$ cat src/fp_exc_consts.vh
// constants for the floating-point exception and operand-check block
`ifndef FP_EXC_CONSTS_VH
`define FP_EXC_CONSTS_VH

// exception vectors; all but the overrun vector are delivered to the processor
`define VEC_GP            8'h0d
`define VEC_FLOAT_ERR     8'h10
`define VEC_AC_DEFAULT    8'h11
`define VEC_OVERRUN       8'h09

// operation codes on op_code_i
`define OP_NONE           5'h00
`define OP_SQRT           5'h01
`define OP_DIV            5'h02
`define OP_REM_LEGACY     5'h03
`define OP_REM_IEEE       5'h04
`define OP_TO_BCD         5'h05
`define OP_TO_INT         5'h06
`define OP_ENV_LOAD       5'h07
`define OP_SCALE          5'h08
`define OP_UCOM           5'h09
`define OP_UCOM_POP       5'h0a
`define OP_UCOM_POP2      5'h0b
`define OP_TAN            5'h0c
`define OP_SIN            5'h0d
`define OP_COS            5'h0e
`define OP_SINCOS         5'h0f
`define OP_ATAN           5'h10
`define OP_EXP2M1         5'h11
`define OP_LOAD           5'h12

// memory operand formats on mem_fmt_i
`define FMT_EXT           2'h0
`define FMT_SINGLE        2'h1
`define FMT_DOUBLE        2'h2

// destination kinds for the indefinite value
`define KIND_REAL         2'h0
`define KIND_INT          2'h1
`define KIND_BCD          2'h2

// extended-real field layout and exponent figures
`define EXP_BIAS          15'h3fff
`define EXP_MAX           15'h7fff
`define EXP_TAN_LIMIT     15'h403e
`define EXP_SGL_BIAS      15'h007f
`define EXP_DBL_BIAS      15'h03ff
`define EXP_SGL_DEN       15'h3f81
`define EXP_DBL_DEN       15'h3c01

// indefinite encodings and the reduction constant
`define IND_REAL          80'hffffc000000000000000
`define IND_INT           80'h00008000000000000000
`define IND_BCD           80'hffffc000000000000000
`define PI_OVER_4         80'h3ffec90fdaa22168c235

`endif

$ cat src/access_check.v
// segment limit, overrun and alignment checks on a memory operand
`timescale 1ns/10ps
`default_nettype none
`include "fp_exc_consts.vh"

module access_check (
    // access description
    input  wire        access_i,
    input  wire [31:0] addr_i,
    input  wire [4:0]  size_i,
    input  wire [31:0] limit_i,
    input  wire        ac_en_i,
    input  wire [1:0]  cpl_i,
    input  wire        stack_part_i,
    // verdicts
    output wire        gp_o,
    output wire        abort_o,
    output wire        ac_o
);

    wire [32:0] last_byte;
    wire [31:0] size_mask;

    assign last_byte = {1'b0, addr_i} + {28'h0, size_i} - 33'h1;
    assign size_mask = {27'h0, size_i} - 32'h1;

    // start beyond the segment is a protection fault
    assign gp_o    = access_i && (addr_i > limit_i);
    // tail beyond the segment aborts instead of the old overrun trap
    assign abort_o = access_i && !gp_o && (last_byte > {1'b0, limit_i});
    // user-level misalignment, stack part of save/restore exempt
    assign ac_o    = access_i && ac_en_i && (cpl_i == 2'h3) && !stack_part_i
                     && ((addr_i & size_mask) != 32'h0);

endmodule // access_check
`default_nettype wire

$ cat src/fp_exception_and_op_rules.v
// top of the floating-point exception and operand-check block
`timescale 1ns/10ps
`default_nettype none
`include "fp_exc_consts.vh"

module fp_exception_and_op_rules #(
    parameter [7:0] AC_VECTOR = `VEC_AC_DEFAULT
) (
    // clock and reset
    input  wire        mclk_i,
    input  wire        resetn_i,
    // operation request
    input  wire        op_valid_i,
    output wire        op_ready_o,
    input  wire [4:0]  op_code_i,
    input  wire [79:0] top_i,
    input  wire [79:0] next_i,
    input  wire [79:0] mem_data_i,
    input  wire [1:0]  mem_fmt_i,
    // status from the arithmetic datapath
    input  wire        inv_mask_i,
    input  wire        und_mask_i,
    input  wire        inexact_i,
    input  wire        tiny_i,
    input  wire        loss_i,
    input  wire [2:0]  quot_i,
    input  wire        rem_partial_i,
    input  wire        stack_ovf_i,
    input  wire [1:0]  dest_kind_i,
    // memory access description
    input  wire        mem_access_i,
    input  wire [31:0] addr_i,
    input  wire [4:0]  size_i,
    input  wire [31:0] limit_i,
    input  wire        ac_en_i,
    input  wire [1:0]  cpl_i,
    input  wire        stack_part_i,
    // environment probe port
    output reg         probe_req_o,
    output reg  [31:0] probe_addr_o,
    input  wire        probe_ack_i,
    input  wire        probe_fault_i,
    input  wire [7:0]  probe_vec_i,
    // results
    output reg         done_o,
    output reg         exc_valid_o,
    output reg  [7:0]  exc_vector_o,
    output reg         abort_o,
    output reg         env_commit_o,
    output reg         invalid_o,
    output reg         denorm_o,
    output reg         underflow_o,
    output reg         precision_o,
    output reg         normalize_o,
    output reg  [3:0]  cond_o,
    output reg  [1:0]  pop_o,
    output reg         result_wr_o,
    output reg  [79:0] result_o
);

    localparam [2:0] ST_IDLE  = 3'b001;
    localparam [2:0] ST_FIRST = 3'b010;
    localparam [2:0] ST_LAST  = 3'b100;

    reg  [2:0]  state_r;
    reg  [31:0] last_addr_r;
    wire        take;
    wire        gp;
    wire        ovr_abort;
    wire        ac;
    wire [79:0] wide;
    wire        wide_snan;
    wire        wide_den;

    // operand classes of the two stack registers
    wire        top_zero  = (top_i[78:64] == 15'h0) && (top_i[63:0] == 64'h0);
    wire        next_zero = (next_i[78:64] == 15'h0) && (next_i[63:0] == 64'h0);
    wire        top_den   = (top_i[78:64] == 15'h0) && !top_zero;
    wire        next_den  = (next_i[78:64] == 15'h0) && !next_zero;
    wire        top_nan   = (top_i[78:64] == `EXP_MAX) && (top_i[62:0] != 63'h0);
    wire        next_nan  = (next_i[78:64] == `EXP_MAX) && (next_i[62:0] != 63'h0);
    wire        top_snan  = top_nan && !top_i[62];
    wire        next_snan = next_nan && !next_i[62];
    wire        top_lt1   = top_i[78:64] < `EXP_BIAS;
    wire        next_lt1  = next_i[78:64] < `EXP_BIAS;
    wire        top_lt63  = top_i[78:64] < `EXP_TAN_LIMIT;
    wire        top_gt_nx = (top_i[79] != next_i[79]) ? next_i[79]
                            : ((top_i[78:0] > next_i[78:0]) ^ top_i[79]);
    // compare variant index; only the low two bits are a pop count
    wire [4:0]  ucom_idx  = op_code_i - `OP_UCOM;

    assign op_ready_o = state_r[0];
    assign take       = op_valid_i && op_ready_o;

    operand_widen u_widen (
        .raw_i    (mem_data_i),
        .fmt_i    (mem_fmt_i),
        .ext_o    (wide),
        .snan_o   (wide_snan),
        .denorm_o (wide_den)
    );

    access_check u_access (
        .access_i     (mem_access_i),
        .addr_i       (addr_i),
        .size_i       (size_i),
        .limit_i      (limit_i),
        .ac_en_i      (ac_en_i),
        .cpl_i        (cpl_i),
        .stack_part_i (stack_part_i),
        .gp_o         (gp),
        .abort_o      (ovr_abort),
        .ac_o         (ac)
    );

    // per-operation decision, all outputs registered
    always @(posedge mclk_i or negedge resetn_i) begin
        if (!resetn_i) begin
            state_r      <= ST_IDLE;
            last_addr_r  <= 32'h0;
            probe_req_o  <= 1'b0;
            probe_addr_o <= 32'h0;
            done_o       <= 1'b0;
            exc_valid_o  <= 1'b0;
            exc_vector_o <= 8'h0;
            abort_o      <= 1'b0;
            env_commit_o <= 1'b0;
            invalid_o    <= 1'b0;
            denorm_o     <= 1'b0;
            underflow_o  <= 1'b0;
            precision_o  <= 1'b0;
            normalize_o  <= 1'b0;
            cond_o       <= 4'h0;
            pop_o        <= 2'h0;
            result_wr_o  <= 1'b0;
            result_o     <= 80'h0;
        end else begin
            // pulses default low each cycle
            done_o       <= 1'b0;
            exc_valid_o  <= 1'b0;
            abort_o      <= 1'b0;
            env_commit_o <= 1'b0;
            result_wr_o  <= 1'b0;
            case (state_r)
                ST_IDLE: begin
                    if (take) begin
                        invalid_o   <= 1'b0;
                        denorm_o    <= 1'b0;
                        underflow_o <= 1'b0;
                        precision_o <= 1'b0;
                        normalize_o <= 1'b0;
                        pop_o       <= 2'h0;
                        cond_o      <= 4'h0;
                        // access faults win; overrun never reaches vector 9
                        if (gp) begin
                            done_o       <= 1'b1;
                            exc_valid_o  <= 1'b1;
                            exc_vector_o <= `VEC_GP;
                        end else if (ovr_abort) begin
                            done_o  <= 1'b1;
                            abort_o <= 1'b1;
                        end else if (ac) begin
                            done_o       <= 1'b1;
                            exc_valid_o  <= 1'b1;
                            exc_vector_o <= AC_VECTOR;
                        end else if (stack_ovf_i) begin
                            // overflow: indefinite when masked, error trap otherwise
                            done_o      <= 1'b1;
                            invalid_o   <= 1'b1;
                            cond_o      <= 4'b0010;
                            result_wr_o <= inv_mask_i;
                            result_o    <= (dest_kind_i == `KIND_INT) ? `IND_INT
                                           : (dest_kind_i == `KIND_BCD) ? `IND_BCD
                                           : `IND_REAL;
                            exc_valid_o  <= !inv_mask_i;
                            exc_vector_o <= `VEC_FLOAT_ERR;
                        end else if (op_code_i == `OP_ENV_LOAD) begin
                            // probe both ends before touching any state
                            state_r      <= ST_FIRST;
                            probe_req_o  <= 1'b1;
                            probe_addr_o <= addr_i;
                            last_addr_r  <= addr_i + {27'h0, size_i} - 32'h1;
                        end else begin
                            done_o <= 1'b1;
                            case (op_code_i)
                                `OP_SQRT, `OP_DIV, `OP_REM_LEGACY, `OP_REM_IEEE: begin
                                    // denormals are normalised, never invalid
                                    denorm_o    <= top_den || next_den;
                                    normalize_o <= top_den || next_den;
                                    underflow_o <= tiny_i && (!und_mask_i || loss_i);
                                    precision_o <= inexact_i;
                                    invalid_o   <= top_snan || next_snan;
                                    exc_valid_o <= (top_snan || next_snan) && !inv_mask_i
                                                   || tiny_i && !und_mask_i;
                                    exc_vector_o <= `VEC_FLOAT_ERR;
                                    if (op_code_i == `OP_REM_LEGACY ||
                                        op_code_i == `OP_REM_IEEE) begin
                                        // quotient bits: q1 to flag 3, q0 to 1, q2 to 0
                                        cond_o <= {quot_i[1], rem_partial_i,
                                                   quot_i[0], quot_i[2]};
                                    end
                                end
                                `OP_TO_BCD, `OP_TO_INT: begin
                                    denorm_o    <= top_den;
                                    normalize_o <= top_den;
                                    precision_o <= inexact_i;
                                end
                                `OP_SCALE: begin
                                    // fractional scaler: factor zero, top kept
                                    if (!next_zero && next_lt1 && !next_nan) begin
                                        result_wr_o <= 1'b1;
                                        result_o    <= top_i;
                                    end
                                    precision_o <= inexact_i || (und_mask_i && loss_i);
                                    underflow_o <= tiny_i && (!und_mask_i || loss_i);
                                end
                                `OP_UCOM, `OP_UCOM_POP, `OP_UCOM_POP2: begin
                                    // quiet nan gives unordered without invalid
                                    pop_o <= ucom_idx[1:0];
                                    if (top_nan || next_nan) begin
                                        cond_o <= 4'b1101;
                                    end else if (top_zero && next_zero ||
                                                 top_i == next_i) begin
                                        cond_o <= 4'b1000;
                                    end else begin
                                        cond_o <= {3'b000, !top_gt_nx};
                                    end
                                    invalid_o    <= top_snan || next_snan;
                                    exc_valid_o  <= (top_snan || next_snan) && !inv_mask_i;
                                    exc_vector_o <= `VEC_FLOAT_ERR;
                                end
                                `OP_TAN, `OP_SIN, `OP_COS, `OP_SINCOS: begin
                                    // out of range: flag 2 set, top untouched
                                    cond_o   <= {1'b0, !top_lt63, 2'b00};
                                    denorm_o <= top_den;
                                    if (top_lt63) begin
                                        result_wr_o <= 1'b1;
                                        result_o    <= `PI_OVER_4;
                                    end
                                end
                                `OP_ATAN: begin
                                    // no magnitude ordering demanded
                                    denorm_o <= top_den || next_den;
                                end
                                `OP_EXP2M1: begin
                                    cond_o   <= {1'b0, !top_lt1 && !top_nan, 2'b00};
                                    denorm_o <= top_den;
                                end
                                `OP_LOAD: begin
                                    // extended denormal is no arithmetic event
                                    denorm_o     <= wide_den;
                                    invalid_o    <= wide_snan;
                                    exc_valid_o  <= wide_snan && !inv_mask_i;
                                    exc_vector_o <= `VEC_FLOAT_ERR;
                                    result_wr_o  <= !wide_snan || inv_mask_i;
                                    result_o     <= wide;
                                end
                                default: begin
                                    cond_o <= 4'h0;
                                end
                            endcase
                        end
                    end
                end
                ST_FIRST: begin
                    if (probe_ack_i) begin
                        if (probe_fault_i) begin
                            // nothing loaded yet, state stays consistent
                            state_r      <= ST_IDLE;
                            probe_req_o  <= 1'b0;
                            done_o       <= 1'b1;
                            exc_valid_o  <= 1'b1;
                            exc_vector_o <= probe_vec_i;
                        end else begin
                            state_r      <= ST_LAST;
                            probe_addr_o <= last_addr_r;
                        end
                    end
                end
                ST_LAST: begin
                    if (probe_ack_i) begin
                        state_r      <= ST_IDLE;
                        probe_req_o  <= 1'b0;
                        done_o       <= 1'b1;
                        exc_valid_o  <= probe_fault_i;
                        exc_vector_o <= probe_vec_i;
                        env_commit_o <= !probe_fault_i;
                    end
                end
                default: begin
                    state_r     <= ST_IDLE;
                    probe_req_o <= 1'b0;
                end
            endcase
        end
    end

endmodule // fp_exception_and_op_rules
`default_nettype wire

$ cat src/operand_widen.v
// widens a memory operand to extended real and classifies it
`timescale 1ns/10ps
`default_nettype none
`include "fp_exc_consts.vh"

module operand_widen (
    // raw operand
    input  wire [79:0] raw_i,
    input  wire [1:0]  fmt_i,
    // widened operand and flags
    output reg  [79:0] ext_o,
    output reg         snan_o,
    output reg         denorm_o
);

    reg [63:0] man;
    reg [14:0] exp;
    reg        sgn;
    reg        is_den;
    reg        is_max;
    reg        frac_nz;
    reg [6:0]  lz;
    integer    i;

    // convert single or double; extended passes unchanged
    always @* begin
        man     = 64'h0;
        exp     = 15'h0;
        sgn     = 1'b0;
        is_den  = 1'b0;
        is_max  = 1'b0;
        frac_nz = 1'b0;
        lz      = 7'h0;
        snan_o  = 1'b0;
        denorm_o = 1'b0;
        ext_o   = raw_i;
        if (fmt_i == `FMT_SINGLE) begin
            sgn     = raw_i[31];
            frac_nz = |raw_i[22:0];
            is_den  = (raw_i[30:23] == 8'h00) && frac_nz;
            is_max  = &raw_i[30:23];
            man     = {(raw_i[30:23] != 8'h00), raw_i[22:0], 40'h0};
            exp     = {7'h0, raw_i[30:23]} - `EXP_SGL_BIAS + `EXP_BIAS;
        end else if (fmt_i == `FMT_DOUBLE) begin
            sgn     = raw_i[63];
            frac_nz = |raw_i[51:0];
            is_den  = (raw_i[62:52] == 11'h000) && frac_nz;
            is_max  = &raw_i[62:52];
            man     = {(raw_i[62:52] != 11'h000), raw_i[51:0], 11'h0};
            exp     = {4'h0, raw_i[62:52]} - `EXP_DBL_BIAS + `EXP_BIAS;
        end
        // leading zeros, used only for denormal sources
        for (i = 0; i < 64; i = i + 1) begin
            if (man[i]) begin
                lz = 7'd63 - i[6:0];
            end
        end
        if (fmt_i != `FMT_EXT) begin
            if (is_max) begin
                // snan is quieted here; the invalid flag carries the event
                snan_o = frac_nz && !man[62];
                ext_o  = {sgn, `EXP_MAX, man[63], man[62] | frac_nz, man[61:0]};
            end else if (is_den) begin
                // true normalisation, never an unnormal
                ext_o = {sgn, ((fmt_i == `FMT_SINGLE) ? `EXP_SGL_DEN : `EXP_DBL_DEN)
                        - {8'h0, lz}, man << lz};
                denorm_o = 1'b1;
            end else if (!man[63]) begin
                ext_o = {sgn, 79'h0};
            end else begin
                ext_o = {sgn, exp, man};
            end
        end
    end

endmodule // operand_widen
`default_nettype wire
$ cat config.mk
export PLATFORM = sky130hd
export DESIGN_NAME = fp_exception_and_op_rules
export DESIGN_NICKNAME = d
export VERILOG_FILES = /design/src/access_check.v /design/src/fp_exception_and_op_rules.v /design/src/operand_widen.v
export VERILOG_INCLUDE_DIRS = /design/src
export SDC_FILE = /design/constraint.sdc
export NUM_CORES = 1
export LEC_CHECK = 0
export ABC_AREA = 1
export BUFFER_PORTS_ARGS = -buffer_cell sky130_fd_sc_hd__buf_2
export CAP_MARGIN = 25
export CORE_AREA = 3 3 186 206
export CTS_CLUSTER_DIAMETER = 50
export DETAILED_ROUTE_END_ITERATION = 10
export DIE_AREA = 0 0 189 209
export GPL_TIMING_DRIVEN = 1
export PLACE_DENSITY_LB_ADDON = 0.05
export SYNTH_ARGS = -nofsm -noshare
export SYNTH_HDL_FRONTEND = slang
export SYNTH_SLANG_ARGS = --single-unit
$ cat constraint.sdc
create_clock -name mclk_i -period 2.8 [get_ports mclk_i]
set_input_delay 0.28 -clock mclk_i [delete_from_list [all_inputs] [get_ports mclk_i]]
set_output_delay 0.28 -clock mclk_i [all_outputs]
set_load 0.01 [all_outputs]
==> summary.md, run 1 <==
The flow did not finish. Progress stopped at 5_1_grt. The tool reported: "[ERROR GRT-0232] Routing congestion too high. Check the congestion heatmap in the GUI". The tools report the number of clock sinks as 172. In this run the cell area measured after placement is 0.0281 sq mm. Counting the buffers created by CTS gives 17.

The total instance count after detailed placement is 4773, and the synthesized area per cell is 6.24 sq um. The flip-flop and latch count after synthesis came out at 172. Yosys mapped the design onto 69 distinct sky130hd cell types. Worst endpoint left by the global-route repair_timing run: last_addr_r[10]$_DFFE_PN0P_/D. The die extent in y is 209 microns. The tools report the placed wire-length estimate as 86500 microns.

Number of flops mapped to enable cells by yosys: 0. The root buffer cell is sky130_fd_sc_hd__clkbuf_16. The logs give 91.7% for the global-route usage over all layers and 4 for the deepest level of the CTS H-tree. At the end of routability-driven placement, the weighted congestion stood at 1.16.

The overall die width came out at 189 microns. Maximum buffer depth of the clock tree: 2. After the last repair the worst path ends at a register data pin. The net count after synthesis is 3777, and the register area share after synthesis is 21.3%. In the synthesized netlist the dominant register cell turns out to be sky130_fd_sc_hd__dfrtp_1. During I/O placement, the number of pins put on the boundary was 484. The logs give 0 for the number of warning messages in the yosys log and 711 for the leftover overflow at the end of global routing. The cell area that synthesis handed to floorplanning was 0.0202 sq mm. The cell count after synthesis came out at 3240.

In the synthesized netlist the async set-or-reset flop fraction comes to 100%. For this configuration, the core starts out at a cell density of 55.7%. Input and output buffers added on the ports amount to 483. Entering global routing, the biggest net connects 72 pins. The placement row count came out at 73.
==> per-stage QoR <==
stage / setup TNS [ns] / worst slack, ns / util, %
2_1_floorplan: -544.05 / -3.35 / -
3_3_place_gp: -645.12 / -3.91 / 77.4
3_5_place_dp: -686.41 / -4.18 / 77.4
4_1_cts: -611.15 / -3.73 / 83.7
==> cells in the mapped netlist, types with 36 or more instances <==
library cell / count / share of area (%)
sky130_fd_sc_hd__ha_1: 190 / 12
sky130_fd_sc_hd__nand3_1: 342 / 8.5
sky130_fd_sc_hd__nor3_1: 43 / 1.1
sky130_fd_sc_hd__inv_1: 439 / 8.2
sky130_fd_sc_hd__dfrtp_1: 171 / 21
sky130_fd_sc_hd__xor2_1: 36 / 1.6
sky130_fd_sc_hd__a21oi_1: 183 / 4.5
sky130_fd_sc_hd__nor2_1: 202 / 3.8
sky130_fd_sc_hd__o21ai_0: 125 / 3.1
sky130_fd_sc_hd__o22ai_1: 36 / 1.1
sky130_fd_sc_hd__a31oi_1: 49 / 1.5
sky130_fd_sc_hd__nand4_1: 55 / 1.7
sky130_fd_sc_hd__clkbuf_1: 69 / 1.3
sky130_fd_sc_hd__nor4_1: 65 / 2.0
sky130_fd_sc_hd__o21ai_1: 66 / 1.6
sky130_fd_sc_hd__nand2_1: 902 / 17
==> layer usage <==
layer | GRT usage, % | overflow
met5 | 65.4 | 8
met1 | 89.6 | 68
met4 | 94.2 | 222
met2 | 101 | 367
met3 | 84.2 | 46
==> cell families after synthesis <==
family,count (synthesis),synth area share [%]
AND/OR/NAND/NOR,1644,35.2
AO/OA/AOI/OAI,582,17.0
buffers and inverters,580,11.5
adder cells (fa/ha/maj),191,11.9
flip-flops,172,21.3
XOR/XNOR,46,1.99
multiplexers,25,1.24
==> timing repair <==
item / in CTS
gates cloned: 18
buffers inserted: 57
setup endpoints to repair: 171
resized for setup: 176
hold buffers: 1
hold endpoints to repair: 65
pin swaps: 34
==> inputs of run 2 (changes only) <==
--- a/config.mk
+++ b/config.mk
@@ -9,12 +9,11 @@
 export ABC_AREA = 1
 export BUFFER_PORTS_ARGS = -buffer_cell sky130_fd_sc_hd__buf_2
 export CAP_MARGIN = 25
-export CORE_AREA = 3 3 186 206
-export CTS_CLUSTER_DIAMETER = 50
+export CORE_AREA = 3 3 229 231
 export DETAILED_ROUTE_END_ITERATION = 10
-export DIE_AREA = 0 0 189 209
+export DIE_AREA = 0 0 232 234
 export GPL_TIMING_DRIVEN = 1
-export PLACE_DENSITY_LB_ADDON = 0.05
+export PLACE_DENSITY_LB_ADDON = 0.15
 export SYNTH_ARGS = -nofsm -noshare
 export SYNTH_HDL_FRONTEND = slang
 export SYNTH_SLANG_ARGS = --single-unit
==> summary.md, run 2 <==
The share of total power dissipated in combinational logic is 60.6%. The count of nets left with antenna violations once routing finished came out at 0. The count of cell types in the netlist is 69. For this configuration, the core starts out at a cell density of 40.2%. In the layout the commonest cells are 869 x sky130_fd_sc_hd__nand2_1, 792 x sky130_fd_sc_hd__buf_4, 480 x sky130_fd_sc_hd__buf_2, 433 x sky130_fd_sc_hd__inv_1, 339 x sky130_fd_sc_hd__nand3_1. The total count of max-transition violations in the final report is 0, and the total power per unit cell area is 547 mW/mm^2. For the static leakage, the log shows 17.6 nW. The leftover overflow at the end of global routing was 0. The leading cell type in the layout, fill and taps excluded is sky130_fd_sc_hd__nand2_1. The area growth from synthesis to final layout was 55.9%. The flow ran to the end, but the final reports show violations. The clock slew at the register clock pins of the worst setup and hold paths is 0.08 ns. Clock skew on the completed layout was measured at 0.0113 ns. The final worst hold slack was 0.0345 ns; the worst relative slew slack was 37.3%.

CTS placed an instance of sky130_fd_sc_hd__clkbuf_16 at the clock tree root. Setup repair after global routing could not meet its margin everywhere. The flip-flop and latch count after synthesis came out at 172. The tools report the internal power summed over all cells as 9.37 mW.

The deepest level of the CTS H-tree was 4. Maximum cell stage delay along the critical path: 0.35 ns. The tools report the initial antenna violation count as 7. The kind of cell with the highest combined delay along the critical path is compound AO/OA/AOI/OAI gates. The area taken by multi-input logic gates was 0.0142 sq mm; the critical path arrival was 7.07 ns. Cells with a size suffix above 1 make up 34.8% of the layout.

The maximum buffer depth of the clock tree was 2; the pin count of the biggest net entering global routing was 77. Dividing the detail-routed wire length by the instance count gives 22.4 microns. STA classifies the critical path startpoint as a primary input. At the pin with the least slew margin, the transition time is 0.931 ns. The number of input and output port buffers inserted is 483, and the setup TNS is -625.08 ns. The number of fillers in the final layout came out at 4791. Counting every net in the synthesized netlist gives 3777.

The largest fanout of any net on the critical path came out at 7. The switching part of the total power works out to 45.6%. The detailed router finished its first iteration with 2964 violations.

The register area share after synthesis was 21.3%; the part of the total power dissipated in sequential elements was 24.1%. The top cell type's share of synthesized area is 21.2%, and the die extent in y is 234 microns. Dividing the detail-routed via count by the number of cells gives 5.54.

In the synthesized netlist, the number of instances is 3240. Maximum frequency from static timing analysis: 151 MHz. Setup violations remaining at the end of the flow were counted as 171. In this run the core area contains 82 standard-cell rows.

Clock latency on the worst-skew pair, taken at its later pin, is 0.49 ns. The routed layout has 28.7k vias. The synthesized area per cell was 6.24 sq um; the post-detailed-routing wire length was 116000 microns. The final layout contains 5024 nets. The floorplan die area was 0.0543 sq mm. The first detailed-routing pass took 6 iterations. The tools report the number of warning messages in the yosys log as 0. For the via count of the first global-routing pass, the log shows 27.5k. In the finished design, the share of the clock period the worst path needs comes to 237%. Among all stages on the critical path, the largest delay is contributed by sky130_fd_sc_hd__fa_2. More flip-flops sit in one register than any other, and that register is result_o. The tools report the global-route usage over all layers as 41.3%. In this run the power spent charging and discharging nets is 7.85 mW. The most used flip-flop cell after synthesis is sky130_fd_sc_hd__dfrtp_1. After legalization and detailed placement, the total HPWL measured 94300 microns. The start-to-end type of the worst setup path is in -> reg.

In this run, synthesis inferred 0 flip-flops with an integrated enable. For the floorplan core area, the log shows 0.0503 sq mm. The final reports fail on negative setup slack.

VDD sags by at most 0.000520 V. By count the netlist is led by 902 x sky130_fd_sc_hd__nand2_1, 439 x sky130_fd_sc_hd__inv_1, 342 x sky130_fd_sc_hd__nand3_1. Across the run, the number of max-cap violations was 0. For the register area, the log shows 0.00431 sq mm. The worst path setup slack after routing was -3.84 ns; the number of buffer and inverter instances along the worst setup path was 21. TritonCTS created 17 clock buffers. The final critical-path required period is 6.64 ns. Yosys attributes the largest share of cell area to sky130_fd_sc_hd__dfrtp_1 21%, sky130_fd_sc_hd__nand2_1 17%, sky130_fd_sc_hd__ha_1 12%. For the worst setup path, the data required time is 3.22 ns. The wire length of the first global-routing pass came out at 167000 microns. In the final layout, the registers with the most flip-flops are result_o x80, last_addr_r x32, probe_addr_o x32.

The overall die width works out to 232 microns. During I/O placement, the number of pins put on the boundary was 484. Counting flops with an async set or reset pin after synthesis yields a share of 100%. In the routed design, unresolved DRC markers number 0.

The share of total power dissipated in the clock network is 15.4%. Number of failing hold endpoints at the final stage: 0. The capturing element type of the critical path is a flop. The flip-flop count of the largest register, all copies and words added is 80, and the final weighted congestion in routability-driven placement is 1.10. The cell type with the highest occurrence count on the critical path is sky130_fd_sc_hd__buf_4. The most instantiated library cell after synthesis was sky130_fd_sc_hd__nand2_1. The biggest area contributor in the post-synthesis netlist is sky130_fd_sc_hd__dfrtp_1. TritonCTS built the clock tree. The tree built by TritonCTS fans out to 172 sinks. The worst hold path belongs to the class in -> reg.

The netlist area before placement came out at 0.0202 sq mm.
## run 2: what timing repair did
item	in CTS	in global routing
gates cloned	14	3
setup buffers	57	19
hold endpoints to repair	73	0
hold buffers	4	0
setup endpoints to repair	171	171
pin swaps	9	22
resized for setup	116	95
## run 2: kinds of logic after synthesis
kind of cell,after synthesis,synth area share (%)
AO/OA/AOI/OAI,582,17.0
XOR/XNOR,46,1.99
adder cells (fa/ha/maj),191,11.9
buffers and inverters,580,11.5
flip-flops,172,21.3
multiplexers,25,1.24
AND/OR/NAND/NOR,1644,35.2
## run 2: per-stage QoR
step                cells  power (mW)  area [sq um]  utilization, %  worst slack, ns
global placement     5048        12.5         29100            57.8            -4.00
detailed placement   5048        12.6         29100            57.8            -4.17
global route         5177        18.2         31500            62.7            -4.17
floorplan            3240        8.24         20400               -            -3.35
CTS                  5154        16.6         31000            61.7            -3.47
finish               5178        17.2         31500            62.7            -3.84
## run 2: worst min-delay path, delay by kind of cell
family,cells,cell delay (ns)
buffers and inverters,1,0.09
AOI/OAI and AO/OA,1,0.07
and+or+nand+nor,1,0.05
## run 2: layout make-up
class	count	share of cell area [%]
well taps	672	2.67
repair buffers	1351	30.9
multi-input cells	2488	45.2
diodes	6	0.0477
clock buffers	18	1.39
flip-flops and latches	172	13.7
clock inverters	14	0.612
inverters	457	5.56
## run 2: power by group through the flow
stage	sequential (mW)	clock [mW]	combinational [mW]
2_1_floorplan	4.28	0	3.95
3_3_place_gp	4.10	0	8.43
3_5_place_dp	4.07	0	8.54
4_1_cts	4.08	2.67	9.84
5_1_grt	4.21	2.76	11.2
6_report	4.15	2.65	10.4
## run 2: path summary, 6_finish.rpt
check	start	to	slack, ns	cells after the start
min	probe_vec_i[2]	exc_vector_o[2]	0.03	3
max in group asynchronous	resetn_i	last_addr_r[15]	1.67	3
max	size_i[1]	cond_o[2]	-3.84	55
max reg2reg	state_r[0]	result_o[28]	0.19	12
min reg2reg	result_o[49]	result_o[49]	0.48	2
min in group asynchronous	resetn_i	result_o[50]	0.37	2
## run 2: layer usage
layer  track usage, %  wire, microns  vias to the layer above
li1                 -              -                    13411
met1             50.8          45000                    13298
met2             65.9          50800                     1596
met3             7.14          10200                      375
met4             28.5           9770                        2
met5                0             13                        -
Power figures use the tool's default switching activity.
